## config.mk

```make
export PLATFORM = sky130hd
export DESIGN_NAME = motor_brake_sequencer
export DESIGN_NICKNAME = d
export VERILOG_FILES = /design/src/hw/brake_seq_pkg.sv /design/src/hw/motor_brake_sequencer.sv
export VERILOG_INCLUDE_DIRS = /design/src /design/src/hw
export SDC_FILE = /design/constraint.sdc
export NUM_CORES = 1
export LEC_CHECK = 0
export CAP_MARGIN = 20
export CELL_PAD_IN_SITES_DETAIL_PLACEMENT = 1
export CELL_PAD_IN_SITES_GLOBAL_PLACEMENT = 2
export CORE_MARGIN = 2
export CORE_UTILIZATION = 38
export CTS_BUF_LIST = sky130_fd_sc_hd__clkbuf_16
export DETAILED_ROUTE_END_ITERATION = 12
export DONT_BUFFER_PORTS = 1
export PLACE_DENSITY_LB_ADDON = 0.1
export SYNTH_ARGS = -nofsm -noshare
export SYNTH_HDL_FRONTEND = slang
export SYNTH_SLANG_ARGS = --single-unit
```

## constraint.sdc

```tcl
create_clock -name clk_sys_i -period 3.1 [get_ports clk_sys_i]
set_input_delay 0.62 -clock clk_sys_i [delete_from_list [all_inputs] [get_ports clk_sys_i]]
set_output_delay 0.62 -clock clk_sys_i [all_outputs]
set_load 0.1 [all_outputs]
```

## src/hw/brake_seq_consts.svh

```systemverilog
// offsets, field positions, reset values and timing counts of the brake sequencer
`ifndef BRAKE_SEQ_CONSTS_SVH
`define BRAKE_SEQ_CONSTS_SVH

`define OFF_SRV_SPEC    8'h00
`define OFF_SPN_SPEC    8'h04
`define OFF_SRV_FUNC5   8'h08
`define OFF_SPD_LIMIT   8'h0C
`define OFF_DECEL_MS    8'h10
`define OFF_STATUS      8'h14

`define FAST_SEQ_BIT    2
`define OUT2_SEL_LSB    8
`define OUT2_SEL_OFF    2'b00
`define OUT2_SEL_SPEED  2'b01

`define RST_SPEC        16'h0000
`define RST_FUNC5       16'h0000
`define RST_SPD_LIMIT   16'h0000
`define RST_DECEL_MS    16'h0000

`define RESP_OKAY       2'b00
`define RESP_SLVERR     2'b10

`define T_CLK_NS        8
`define T_MS_NS         1000000
`define MS_CYCLES       (`T_MS_NS / `T_CLK_NS)
`define READY_EXT_DB_MS 16'h000A
`define NORMAL_SETTLE_MS 16'h0014
`define BRAKE_LAG_MS    16'h0005

`endif

```

## src/hw/brake_seq_pkg.sv

```systemverilog
// types of the brake sequencer
package brake_seq_pkg;

  typedef enum logic [2:0] {
    ST_OFF    = 3'b000,
    ST_CHARGE = 3'b001,
    ST_SETTLE = 3'b010,
    ST_ON     = 3'b011,
    ST_DECEL  = 3'b100,
    ST_LAG    = 3'b101
  } seq_state_t;

  typedef struct packed {
    seq_state_t  state;
    logic [15:0] cnt;
    logic [23:0] div;
    logic        motor_on;
    logic        brake_rel;
    logic        dyn_brake;
    logic        gen1;
    logic        gen2;
    logic        gen3;
    logic        ready;
    logic        contactor;
    logic [15:0] srv_spec;
    logic [15:0] spn_spec;
    logic [15:0] func5;
    logic [15:0] spd_lim;
    logic [15:0] decel;
    logic        awready;
    logic        wready;
    logic        aw_hold;
    logic [7:0]  aw_addr;
    logic        w_hold;
    logic [31:0] wdata;
    logic [3:0]  wstrb;
    logic        bvalid;
    logic [1:0]  bresp;
    logic        arready;
    logic        rvalid;
    logic [31:0] rdata;
    logic [1:0]  rresp;
  } seq_regs_t;

endpackage

```

## src/hw/motor_brake_sequencer.sv

```systemverilog
// motor brake and ready-on sequencer with AXI4-Lite registers
//
// Added by the designer: the AXI4-Lite register port and the placing of the registers.
`timescale 1ns/1ps
`default_nettype none
`include "brake_seq_consts.svh"

module motor_brake_sequencer #(
  parameter int unsigned NUM_AXES      = 2,
  parameter int unsigned SPD_W         = 16,
  parameter int unsigned MS_CYCLES     = `MS_CYCLES,
  parameter logic        EXT_DYN_BRAKE = 1'b1
) (
  input  wire logic                      clk_sys_i,
  input  wire logic                      rst_i,
  input  wire logic                      servo_on_i,
  input  wire logic                      estop_i,
  input  wire logic                      power_ready_i,
  input  wire logic [NUM_AXES*SPD_W-1:0] axis_speed_i,
  output var  logic                      motor_on_o,
  output var  logic                      brake_release_o,
  output var  logic                      dyn_brake_o,
  output var  logic                      general_output_one_o,
  output var  logic                      general_output_two_o,
  output var  logic                      general_output_three_o,
  output var  logic                      ready_o,
  output var  logic                      contactor_o,
  input  wire logic [7:0]                s_axi_awaddr_i,
  input  wire logic                      s_axi_awvalid_i,
  output var  logic                      s_axi_awready_o,
  input  wire logic [31:0]               s_axi_wdata_i,
  input  wire logic [3:0]                s_axi_wstrb_i,
  input  wire logic                      s_axi_wvalid_i,
  output var  logic                      s_axi_wready_o,
  output var  logic [1:0]                s_axi_bresp_o,
  output var  logic                      s_axi_bvalid_o,
  input  wire logic                      s_axi_bready_i,
  input  wire logic [7:0]                s_axi_araddr_i,
  input  wire logic                      s_axi_arvalid_i,
  output var  logic                      s_axi_arready_o,
  output var  logic [31:0]               s_axi_rdata_o,
  output var  logic [1:0]                s_axi_rresp_o,
  output var  logic                      s_axi_rvalid_o,
  input  wire logic                      s_axi_rready_i
);
  import brake_seq_pkg::*;

  seq_regs_t         q;
  seq_regs_t         d;
  logic [NUM_AXES-1:0] spd_ok;
  logic              spd_all;
  logic              fast_seq;
  logic              ms_tick;
  logic              stop_req;

  function automatic logic [15:0] merge16(input logic [15:0] old, input logic [31:0] wd, input logic [3:0] st);
    logic [15:0] r;
    r = old;
    if (st[0]) begin
      r[7:0] = wd[7:0];
    end
    if (st[1]) begin
      r[15:8] = wd[15:8];
    end
    return r;
  endfunction

  // per-axis speed check against the shared limit
  genvar g;
  generate
    for (g = 0; g < NUM_AXES; g = g + 1) begin : g_axis
      assign spd_ok[g] = axis_speed_i[g*SPD_W +: SPD_W] < q.spd_lim[SPD_W-1:0];
    end
  endgenerate

  assign spd_all  = &spd_ok;
  // supply follows the fast sequence only when both settings ask for it
  assign fast_seq = q.srv_spec[`FAST_SEQ_BIT] & q.spn_spec[`FAST_SEQ_BIT];
  assign ms_tick  = q.div == 24'(MS_CYCLES - 1);
  assign stop_req = estop_i | ~servo_on_i;

  always_comb begin
    logic [31:0] rd;
    logic [1:0]  rr;
    rd = 32'h0000_0000;
    rr = `RESP_OKAY;
    d  = q;
    d.div = ms_tick ? 24'h00_0000 : q.div + 24'h00_0001;
    if (ms_tick && q.cnt != 16'h0000) begin
      d.cnt = q.cnt - 16'h0001;
    end

    case (q.state)
      ST_OFF: begin
        if (!stop_req) begin
          d.state = ST_CHARGE;
        end
      end
      ST_CHARGE: begin
        if (stop_req) begin
          d.state = ST_OFF;
        end else if (power_ready_i) begin
          d.div = 24'h00_0000;
          if (!fast_seq) begin
            d.state = ST_SETTLE;
            d.cnt   = `NORMAL_SETTLE_MS;
          end else if (EXT_DYN_BRAKE) begin
            d.state = ST_SETTLE;
            d.cnt   = `READY_EXT_DB_MS;
          end else begin
            d.state = ST_ON;
          end
        end
      end
      ST_SETTLE: begin
        if (stop_req) begin
          d.state = ST_OFF;
        end else if (q.cnt == 16'h0000) begin
          d.state = ST_ON;
        end
      end
      ST_ON: begin
        if (estop_i) begin
          // keep torque while the stop delay runs so the axis does not fall
          d.state = ST_DECEL;
          d.cnt   = q.decel;
          d.div   = 24'h00_0000;
        end else if (!servo_on_i) begin
          d.state = ST_OFF;
        end
      end
      ST_DECEL: begin
        if (q.cnt == 16'h0000) begin
          d.state = ST_LAG;
          d.cnt   = `BRAKE_LAG_MS;
          d.div   = 24'h00_0000;
        end
      end
      ST_LAG: begin
        if (q.cnt == 16'h0000) begin
          d.state = ST_OFF;
        end
      end
      default: begin
        d.state = ST_OFF;
      end
    endcase

    d.motor_on  = d.state == ST_ON || d.state == ST_DECEL || d.state == ST_LAG;
    // release needs gate power both now and in the previous cycle
    d.brake_rel = (d.state == ST_ON || d.state == ST_DECEL) && d.motor_on && q.motor_on;
    d.dyn_brake = ~d.brake_rel;
    d.gen1      = d.brake_rel;
    d.gen3      = d.brake_rel;
    d.gen2      = (q.func5[`OUT2_SEL_LSB +: 2] == `OUT2_SEL_SPEED) && spd_all;
    d.ready     = d.state == ST_ON;
    d.contactor = ~estop_i;

    if (s_axi_awvalid_i && q.awready) begin
      d.aw_hold = 1'b1;
      d.aw_addr = s_axi_awaddr_i;
    end
    if (s_axi_wvalid_i && q.wready) begin
      d.w_hold = 1'b1;
      d.wdata  = s_axi_wdata_i;
      d.wstrb  = s_axi_wstrb_i;
    end
    if (q.bvalid && s_axi_bready_i) begin
      d.bvalid = 1'b0;
    end
    if (q.aw_hold && q.w_hold && !q.bvalid) begin
      d.aw_hold = 1'b0;
      d.w_hold  = 1'b0;
      d.bvalid  = 1'b1;
      d.bresp   = `RESP_OKAY;
      case (q.aw_addr)
        `OFF_SRV_SPEC:  d.srv_spec = merge16(q.srv_spec, q.wdata, q.wstrb);
        `OFF_SPN_SPEC:  d.spn_spec = merge16(q.spn_spec, q.wdata, q.wstrb);
        `OFF_SRV_FUNC5: d.func5    = merge16(q.func5, q.wdata, q.wstrb);
        `OFF_SPD_LIMIT: d.spd_lim  = merge16(q.spd_lim, q.wdata, q.wstrb);
        `OFF_DECEL_MS:  d.decel    = merge16(q.decel, q.wdata, q.wstrb);
        `OFF_STATUS:    d.bresp    = `RESP_OKAY;
        default:        d.bresp    = `RESP_SLVERR;
      endcase
    end
    d.awready = ~d.aw_hold;
    d.wready  = ~d.w_hold;

    case (s_axi_araddr_i)
      `OFF_SRV_SPEC:  rd = {16'h0000, q.srv_spec};
      `OFF_SPN_SPEC:  rd = {16'h0000, q.spn_spec};
      `OFF_SRV_FUNC5: rd = {16'h0000, q.func5};
      `OFF_SPD_LIMIT: rd = {16'h0000, q.spd_lim};
      `OFF_DECEL_MS:  rd = {16'h0000, q.decel};
      `OFF_STATUS:    rd = {24'h00_0000, power_ready_i, spd_all, q.ready, q.brake_rel, q.motor_on, q.state};
      default:        rr = `RESP_SLVERR;
    endcase
    if (q.rvalid && s_axi_rready_i) begin
      d.rvalid = 1'b0;
    end
    if (s_axi_arvalid_i && q.arready) begin
      d.rvalid = 1'b1;
      d.rdata  = rd;
      d.rresp  = rr;
    end
    d.arready = ~d.rvalid;
  end

  always_ff @(posedge clk_sys_i) begin
    if (rst_i) begin
      q          <= '0;
      q.state    <= ST_OFF;
      q.dyn_brake <= 1'b1;
      q.srv_spec <= `RST_SPEC;
      q.spn_spec <= `RST_SPEC;
      q.func5    <= `RST_FUNC5;
      q.spd_lim  <= `RST_SPD_LIMIT;
      q.decel    <= `RST_DECEL_MS;
    end else begin
      q <= d;
    end
  end

  assign motor_on_o             = q.motor_on;
  assign brake_release_o        = q.brake_rel;
  assign dyn_brake_o            = q.dyn_brake;
  assign general_output_one_o   = q.gen1;
  assign general_output_two_o   = q.gen2;
  assign general_output_three_o = q.gen3;
  assign ready_o                = q.ready;
  assign contactor_o            = q.contactor;
  assign s_axi_awready_o        = q.awready;
  assign s_axi_wready_o         = q.wready;
  assign s_axi_bvalid_o         = q.bvalid;
  assign s_axi_bresp_o          = q.bresp;
  assign s_axi_arready_o        = q.arready;
  assign s_axi_rvalid_o         = q.rvalid;
  assign s_axi_rdata_o          = q.rdata;
  assign s_axi_rresp_o          = q.rresp;
endmodule
`default_nettype wire

```

==> flow_metrics.env, run 1 <==
export IMPL_synth_area_um2=8780
export IMPL_clk_insertion_delay_late_ns=0.44
export IMPL_final_nets=1100
export IMPL_dr_pass1_iters=5
export IMPL_cts_resized=0
export IMPL_portBuffers=0
export IMPL_endpoint="dyn_brake_o"
export IMPL_rsz0062_at_grt="false"
export IMPL_cts_inserted_buffers=17
export IMPL_grt_pass1_vias=7352
export IMPL_syn2layout_area_growth_pct=7.64
export IMPL_htreeDepth=4
export IMPL_clock_sinks=180
export IMPL_ys_flop_type="dfxtp_1"
export IMPL_slew_violations=0
export IMPL_synth_most_common_cell="dfxtp_1"
export IMPL_syn_avg_cell_area_um2=8.78
export IMPL_grt_pass1_wl_um=39300
export IMPL_clk_path_buf_depth=2
export IMPL_synth_area_leaders="dfxtp_1 (41%), mux2i_1 (12%), nor2_1 (7.1%)"
export IMPL_status="complete, no violations"
export IMPL_max_freq_mhz=406
export IMPL_setup_tns_final_ns=0
export IMPL_worstPathMaxFanout=13
export IMPL_synthTopCellsByCount="dfxtp_1 (180), nor2_1 (166), mux2i_1 (104)"
export IMPL_p_total_w=0.00496
export IMPL_crit_arrival_ns=2.78
export IMPL_grt_remaining_overflow=0
export IMPL_crit_chain="nor4_1 -> buf_4 -> nand2_1 -> or3_1 -> o21ai_1 -> a2bb2oi_1 -> or3b_1"
export IMPL_finalSetupViolCount=0
export IMPL_yosysWarnings=0
export IMPL_crit_type="reg2reg"
export IMPL_io_pins=143
export IMPL_crit_path_max_incr_delay_ns=0.63
export IMPL_place_gp_congestion=0.838
export IMPL_end_kind="register"
export IMPL_grt_max_degree=146
export IMPL_hold_buffers=0
export IMPL_placed_area_um2=8870
export IMPL_clkSlewWorstSetupHoldPaths_ns=0.07
export IMPL_track_usage=0.206
export IMPL_antenna_found_initial=0
export IMPL_r2r_end="dyn_brake_o"
export IMPL_die_x_um=156
export IMPL_synth_distinct_cells=66
export IMPL_n_antenna_cell=0
export IMPL_synth_edf_count=0
export IMPL_crit_start="q[201]"
export IMPL_r2r_slack_ns=0.64
export IMPL_slowest_stage="or3_1"
export IMPL_min_period_ns=2.46
export IMPL_dpl_hpwl_um=18200
export IMPL_floorplan_rows=55
export IMPL_cap_violations=0
export IMPL_cts_setup_buffers=0
export IMPL_dieArea_um2=24300
export IMPL_core_um2=22600
export IMPL_post_route_period_util=0.794
export IMPL_seq_area_frac_synth=0.411
export IMPL_synth_top_area_frac=0.411
export IMPL_root_buffer="clkbuf_16"
export IMPL_synth_async_reset_ratio=0
export IMPL_powerDensity_nw_per_um2=525
export IMPL_fin_area_um2=9450
export IMPL_rr_worst_depth=7
export IMPL_finish_utilization=0.417
export IMPL_drcViolationCount=0
export IMPL_detail_route_wl_per_cell_um=19.2
export IMPL_ir_drop_uv=262
export IMPL_hold_slack_ns=0.257
export IMPL_syn_inst=1000
export IMPL_drive_gt1_frac=0.0699
export IMPL_final_hold_viol_count=0
export IMPL_drt_total_wl_um=24400
export IMPL_tightest_slew_ns=1.07
export IMPL_drt_iter0_drc=352
export IMPL_start_util=0.388
export IMPL_tritoncts="done"
export IMPL_ant_nets=0
export IMPL_ys_seq_elements=180
export IMPL_hold_class="in2reg"
export IMPL_skew_ns=0.0166
export IMPL_r2r_start="q[201]"
export IMPL_die_y_um=156
export IMPL_synth_area_leader_cell="dfxtp_1"
export IMPL_viasPerCell=5.45
export IMPL_start_kind="register"
export IMPL_leakagePower_nw=3.70
export IMPL_via_count=6930
export IMPL_slew_headroom=0.285
export IMPL_worst_ep_required_time_ns=3.42
[worst min path at each step]
stage | startpoint | endpoint | slack [ns] | depth (start not counted)
after floorplan | q[175] | q[175] | 0.42 | 1
after global placement | q[175] | q[175] | 0.43 | 1
after detailed placement | q[81] | q[81] | 0.45 | 2
after CTS | estop_i | contactor_o | 0.24 | 1
after global routing | estop_i | contactor_o | 0.24 | 1
final | estop_i | contactor_o | 0.26 | 1
[sequential cells by signal, summed over array words and instances, names as in the netlist]
signal                  count
contactor_o                 1
dyn_brake_o                 1
general_output_three_o      1
general_output_two_o        1
motor_on_o                  1
q                         151
ready_o                     1
s_axi_arready_o             1
s_axi_awready_o             1
s_axi_bresp_o               1
s_axi_bvalid_o              1
s_axi_rdata_o              16
s_axi_rresp_o               1
s_axi_rvalid_o              1
s_axi_wready_o              1
[worst max-delay path: cells and delay by family, from the launching register on]
kind	cells	cell delay, ns
AO/OA/AOI/OAI	2	0.38
flip-flops	1	0.36
AND/OR/NAND/NOR	4	1.43
buffers and inverters	1	0.19
[cells in the final DEF, fill, tap and decap left out, types with 10 or more instances in the layout]
cell	netlist	layout
a211oi_1	13	13
a21oi_1	59	59
a22o_1	10	10
a22oi_1	12	12
buf_4	38	22
clkbuf_16	0	17
conb_1	1	18
dfxtp_1	180	179
ha_1	32	32
inv_1	26	26
mux2i_1	104	104
nand2_1	96	96
nand3_1	27	27
nand4_1	19	19
nor2_1	166	166
nor3_1	13	13
o21ai_0	12	12
o22ai_1	11	11
xnor2_1	13	13
xor2_1	24	24
[per-layer routing]
layer  up-vias  part of all wire  GRT usage
met3        31             0.050     0.0511
met2       131              0.49      0.357
met4         0             0.018     0.0647
met1      3381              0.44      0.252
met5         -                 0          0
li1       3387                 -          -
[kinds of logic (layout without fill, tap and decap cells)]
group | count (synthesis) | after routing | synth area share
AND/OR/NAND/NOR | 381 | 381 | 0.201
buffers and inverters | 110 | 80 | 0.0687
adder cells (fa/ha/maj) | 32 | 32 | 0.0456
XOR/XNOR | 37 | 37 | 0.0369
AO/OA/AOI/OAI | 154 | 154 | 0.116
multiplexers | 105 | 105 | 0.120
flip-flops | 180 | 180 | 0.411
other | 1 | 18 | 0.000427
[power by group]
part / switching (W) / total [W] / internal [W]
logic: 0.000243 / 0.000328 / 0.0000852
clock network: 0.000973 / 0.00217 / 0.00120
registers: 0.000115 / 0.00246 / 0.00235
total: 0.00133 / 0.00496 / 0.00363
[stage by stage]
step | worst slack, ns | cells
6_report | 0.640 | 1272
5_1_grt | 0.418 | 1272
4_1_cts | 0.647 | 1272
3_5_place_dp | 0.490 | 1240
3_3_place_gp | 0.618 | 1240
2_1_floorplan | 0.752 | 1017
[cell type report]
cell class	count	area [µm²]
clock buffer	17	425
clock inverter	15	155
fill	2648	13200
inverter	26	97.6
multi-input combinational	727	4640
sequential	180	3610
tap	285	357
timing repair buffer	22	165
(Power assumes the default switching activity.)
==> run 2, diff against run 1 <==
==> constraint.sdc (replaced) <==
create_clock -name clk_sys_i -period 2.3 [get_ports clk_sys_i]
set_input_delay 0.46 -clock clk_sys_i [delete_from_list [all_inputs] [get_ports clk_sys_i]]
set_output_delay 0.46 -clock clk_sys_i [all_outputs]
set_load 0.1 [all_outputs]
==> run 2 against run 1 <==
Clock skew decreased by 0.0014 ns. Via count rose by 3.7%. Core utilization increased by 1.8 points. Setup slack lost 0.58 ns. Critical endpoint is now q[213]. Sequential power is 30% higher. Non-clock buffer count grew 54. Register-to-register slack got worse by 0.58 ns. Final cell count up 4.2%. Die area unchanged. Highest routed layer unchanged.
==> flow_metrics.env, run 2 (synthesized netlist as in run 1, its figures left out) <==
export IMPL_status="complete, no violations"
export IMPL_final_instance_count_excl_fill=1326
export IMPL_start_util=0.388
export IMPL_start_kind="register"
export IMPL_floorplan_rows=55
export IMPL_die_x_um=156
export IMPL_place_gp_congestion=0.846
export IMPL_syn2layout_area_growth_pct=12.4
export IMPL_ant_nets=0
export IMPL_clock_sinks=180
export IMPL_io_pins=143
export IMPL_n_antenna_cell=0
export IMPL_cts_setup_buffers=0
export IMPL_grt_pass1_vias=7764
export IMPL_slew_violations=0
export IMPL_die_y_um=156
export IMPL_dr_pass1_iters=4
export IMPL_crit_type="reg2reg"
export IMPL_drt_iter0_drc=303
export IMPL_grt_remaining_overflow=0
export IMPL_clkSlewWorstSetupHoldPaths_ns=0.07
export IMPL_detail_route_wl_per_cell_um=18.9
export IMPL_worstPathMaxFanout=5
export IMPL_slew_headroom=0.465
export IMPL_hold_buffers=0
export IMPL_place_inst=1294
export IMPL_min_period_ns=2.24
export IMPL_viasPerCell=5.42
export IMPL_drcViolationCount=0
export IMPL_htreeDepth=4
export IMPL_leakagePower_nw=3.98
export IMPL_clk_path_buf_depth=2
export IMPL_final_hold_viol_count=0
export IMPL_cap_violations=0
export IMPL_max_freq_mhz=447
export IMPL_end_kind="register"
export IMPL_cts_inserted_buffers=17
export IMPL_final_cell_mix="dfxtp_1 (179), nor2_1 (166), mux2i_1 (104), nand2_1 (96), buf_4 (75)"
export IMPL_via_count=7184
export IMPL_rsz0062_at_grt="true"
export IMPL_fin_area_um2=9860
export IMPL_grt_pass1_wl_um=40600
export IMPL_crit_arrival_ns=2.57
export IMPL_placed_area_um2=9280
export IMPL_dpl_hpwl_um=18900
export IMPL_dieArea_um2=24300
export IMPL_tritoncts="done"
export IMPL_antenna_found_initial=0
export IMPL_clk_insertion_delay_late_ns=0.44
export IMPL_drive_gt1_frac=0.122
export IMPL_post_route_period_util=0.974
export IMPL_root_buffer="clkbuf_16"
export IMPL_final_common_cell="dfxtp_1"
export IMPL_portBuffers=0
export IMPL_skew_ns=0.0152
export IMPL_grt_max_degree=146
export IMPL_top_register="q"
export IMPL_drt_total_wl_um=25100
export IMPL_ir_drop_uv=399
export IMPL_tightest_slew_ns=0.809
export IMPL_largest_reg_flops=151
export IMPL_track_usage=0.213
export IMPL_worst_ep_required_time_ns=2.63
export IMPL_hold_class="in2reg"
export IMPL_final_nets=1154
export IMPL_finalSetupViolCount=0
export IMPL_core_um2=22600
export IMPL_powerDensity_nw_per_um2=671
==> run 2: path summary, 6_finish.rpt <==
path                            startpoint  slack, ns     endpoint  cells past startpoint
worst max-delay path                q[184]       0.06       q[213]                      6
worst min-delay path               estop_i       0.09  contactor_o                      1
worst max register to register      q[184]       0.06       q[213]                      6
worst min register to register       q[76]       0.46        q[76]                      2
==> run 2: cell type report <==
| type | count | area, µm² |
|---|---|---|
| clock buffer | 17 | 425 |
| tap | 285 | 357 |
| fill | 2622 | 12800 |
| sequential | 180 | 3610 |
| inverter | 26 | 97.6 |
| clock inverter | 15 | 138 |
| multi-input combinational | 727 | 4650 |
| timing repair buffer | 76 | 583 |
==> run 2: worst max-delay path: stages (launching register included) <==
cell and delay [ns]:
dfxtp_1 0.31, or4b_1 0.50, or4_4 0.48, nor3_4 0.27, nand4_1 0.16, xnor2_1 0.15, a32o_1 0.25
==> run 2: per-stage QoR <==
| step | total power (W) | setup slack (ns) | util | hold WS, ns | setup TNS (ns) |
|---|---|---|---|---|---|
| after global placement | 0.00385 | -0.0304 | 0.410 | 0.430 | -0.0304 |
| after global routing | 0.00691 | -0.0357 | 0.436 | 0.0711 | -0.0603 |
| after floorplan | 0.00382 | 0.0702 | - | 0.418 | 0 |
| after detailed placement | 0.00387 | -0.119 | 0.410 | 0.439 | -0.809 |
| final | 0.00662 | 0.0608 | 0.436 | 0.0875 | 0 |
| after CTS | 0.00671 | 0.0566 | 0.435 | 0.0672 | 0 |
==> run 2: where the power goes <==
part	switching (W)	total [W]	internal [W]
Combinational	0.000441	0.000588	0.000147
Sequential	0.0000517	0.00321	0.00316
Clock	0.00139	0.00282	0.00143
==> run 2: layer usage <==
metal,track usage,wire length (µm),part of all wire
met1,0.257,11000,0.44
met2,0.378,12500,0.50
met3,0.0453,1050,0.042
met4,0.0703,552,0.022
met5,0,0,0
==> run 2: what timing repair did <==
| action | CTS | global route |
|---|---|---|
| endpoints found under the setup margin | 2 | 11 |
| pin swaps | 2 | 1 |
| gates resized for setup | 0 | 4 |
==> run 3, diff against run 2 <==
--- a/config.mk
+++ b/config.mk
@@ -7,10 +7,10 @@
 export NUM_CORES = 1
 export LEC_CHECK = 0
 export CAP_MARGIN = 20
-export CELL_PAD_IN_SITES_DETAIL_PLACEMENT = 1
-export CELL_PAD_IN_SITES_GLOBAL_PLACEMENT = 2
+export CELL_PAD_IN_SITES_DETAIL_PLACEMENT = 0
+export CELL_PAD_IN_SITES_GLOBAL_PLACEMENT = 1
 export CORE_MARGIN = 2
-export CORE_UTILIZATION = 38
+export CORE_UTILIZATION = 48
 export CTS_BUF_LIST = sky130_fd_sc_hd__clkbuf_16
 export DETAILED_ROUTE_END_ITERATION = 12
 export DONT_BUFFER_PORTS = 1
==> run 3 against run 2 <==
Clock power fell by 2%. Non-clock buffer count fell by 3. Final cell count fell by 4.4%. Critical path depth did not move.
==> flow_metrics.env, run 3 (synthesized netlist as in run 1, its figures left out) <==
export IMPL_end_kind="register"
export IMPL_final_cell_mix="dfxtp_1 (179), nor2_1 (166), mux2i_1 (104), nand2_1 (96), buf_4 (72)"
export IMPL_drt_total_wl_um=21600
export IMPL_final_instance_count_excl_fill=1267
export IMPL_viasPerCell=5.56
export IMPL_ant_nets=0
export IMPL_n_fill_cell=1646
export IMPL_crit_type="reg2reg"
export IMPL_antenna_found_initial=0
export IMPL_start_util=0.489
export IMPL_syn2layout_area_growth_pct=11.2
export IMPL_crit_start="q[184]"
export IMPL_htreeDepth=4
export IMPL_tightest_slew_ns=0.812
export IMPL_final_nets=1151
export IMPL_status="complete, no violations"
export IMPL_regArea_um2=3610
export IMPL_dieArea_um2=19400
export IMPL_floorplan_rows=49
export IMPL_root_buffer="clkbuf_16"
export IMPL_detail_route_wl_per_cell_um=17.0
export IMPL_grt_max_degree=146
export IMPL_hold_class="in2reg"
export IMPL_cts_inserted_buffers=17
export IMPL_setup_tns_final_ns=0
export IMPL_clk_path_buf_depth=2
export IMPL_final_common_cell="dfxtp_1"
export IMPL_dpl_hpwl_um=15900
export IMPL_r2r_start="q[184]"
export IMPL_met2_length_um=10400
export IMPL_top_register="q"
export IMPL_place_gp_congestion=0.843
export IMPL_largest_reg_flops=151
export IMPL_worstPathMaxFanout=7
export IMPL_slew_violations=0
export IMPL_via_count=7048
export IMPL_clk_insertion_delay_late_ns=0.43
export IMPL_die_x_um=139
export IMPL_skew_ns=0.00822
export IMPL_min_period_ns=2.18
export IMPL_grt_remaining_overflow=0
export IMPL_drive_gt1_frac=0.116
export IMPL_dr_pass1_iters=7
export IMPL_tritoncts="done"
export IMPL_core_um2=18000
export IMPL_post_route_period_util=0.947
export IMPL_start_kind="register"
export IMPL_powerDensity_nw_per_um2=670
export IMPL_cap_violations=0
export IMPL_place_inst=1232
export IMPL_slew_headroom=0.463
export IMPL_die_y_um=139
export IMPL_crit_arrival_ns=2.54
export IMPL_min_from="estop_i"
export IMPL_max_freq_mhz=459
export IMPL_io_pins=143
export IMPL_clkSlewWorstSetupHoldPaths_ns=0.07
export IMPL_rsz0062_at_grt="false"
export IMPL_ir_drop_uv=524
export IMPL_worst_ep_required_time_ns=2.66
export IMPL_portBuffers=0
export IMPL_clock_sinks=180
export IMPL_track_usage=0.223
export IMPL_finalSetupViolCount=0
export IMPL_drt_iter0_drc=409
export IMPL_met3_wirelength_um=1180
export IMPL_final_hold_viol_count=0
export IMPL_grt_pass1_wl_um=34700
export IMPL_finish_utilization=0.543
export IMPL_drcViolationCount=0
export IMPL_multi_input_area_um2=4650
export IMPL_leakagePower_nw=3.96
export IMPL_top_layer="met4"
export IMPL_m1WireLength_um=9610
export IMPL_n_antenna_cell=0
export IMPL_grt_pass1_vias=6811
[run 3: changes by cell type in the layout (fill, tap and decap cells not counted), moves of 2 or more]
cell / change
inv_6: -2
inv_8: -3
buf_4: -3
clkinv_4: +2
[run 3: worst paths after layout]
path,end,slack [ns],depth (start not counted)
max,q[200],0.12,6
min,contactor_o,0.09,1
max reg2reg,q[200],0.12,6
min reg2reg,q[175],0.45,1
[run 3: stage by stage]
step	power, W	hold slack (ns)	area [µm²]	worst slack [ns]
after floorplan	0.00382	0.418	8840	0.0702
after global placement	0.00384	0.429	9170	0.0227
after detailed placement	0.00385	0.440	9170	-0.0540
after CTS	0.00661	0.0728	9730	0.0226
after global routing	0.00680	0.0831	9760	0.0205
final	0.00654	0.0910	9760	0.122
[run 3: timing repair]
action / in CTS / in global routing
hold buffers: 0 / 0
buffers inserted: 0 / 3
setup endpoints to repair: 0 / 7
resized for setup: 0 / 1
[run 3: power by group]
group          total, W  internal [W]  switching, W
clock           0.00276       0.00150       0.00126
combinational  0.000567      0.000140      0.000427
sequential      0.00321       0.00316     0.0000499
[run 3: area by class of cell]
type | instances | share of cell area
clock buffers | 17 | 0.0436
clock inverters | 15 | 0.0136
inverters | 26 | 0.0100
multi-input cells | 727 | 0.476
flip-flops and latches | 180 | 0.370
well taps | 229 | 0.0294
repair buffers | 73 | 0.0575
[run 3: per-layer routing]
layer,vias to the layer above,GRT usage
met5,-,0
met2,181,0.377
met4,0,0.0686
li1,3500,-
met1,3344,0.283
met3,23,0.0551
[run 3: critical path, stage by stage (launching register included)]
cell     delay (ns)
dfxtp_1        0.31
or4b_1         0.50
or4_4          0.48
nor2_4         0.22
nand2_2        0.14
mux2_4         0.32
o22ai_2        0.13
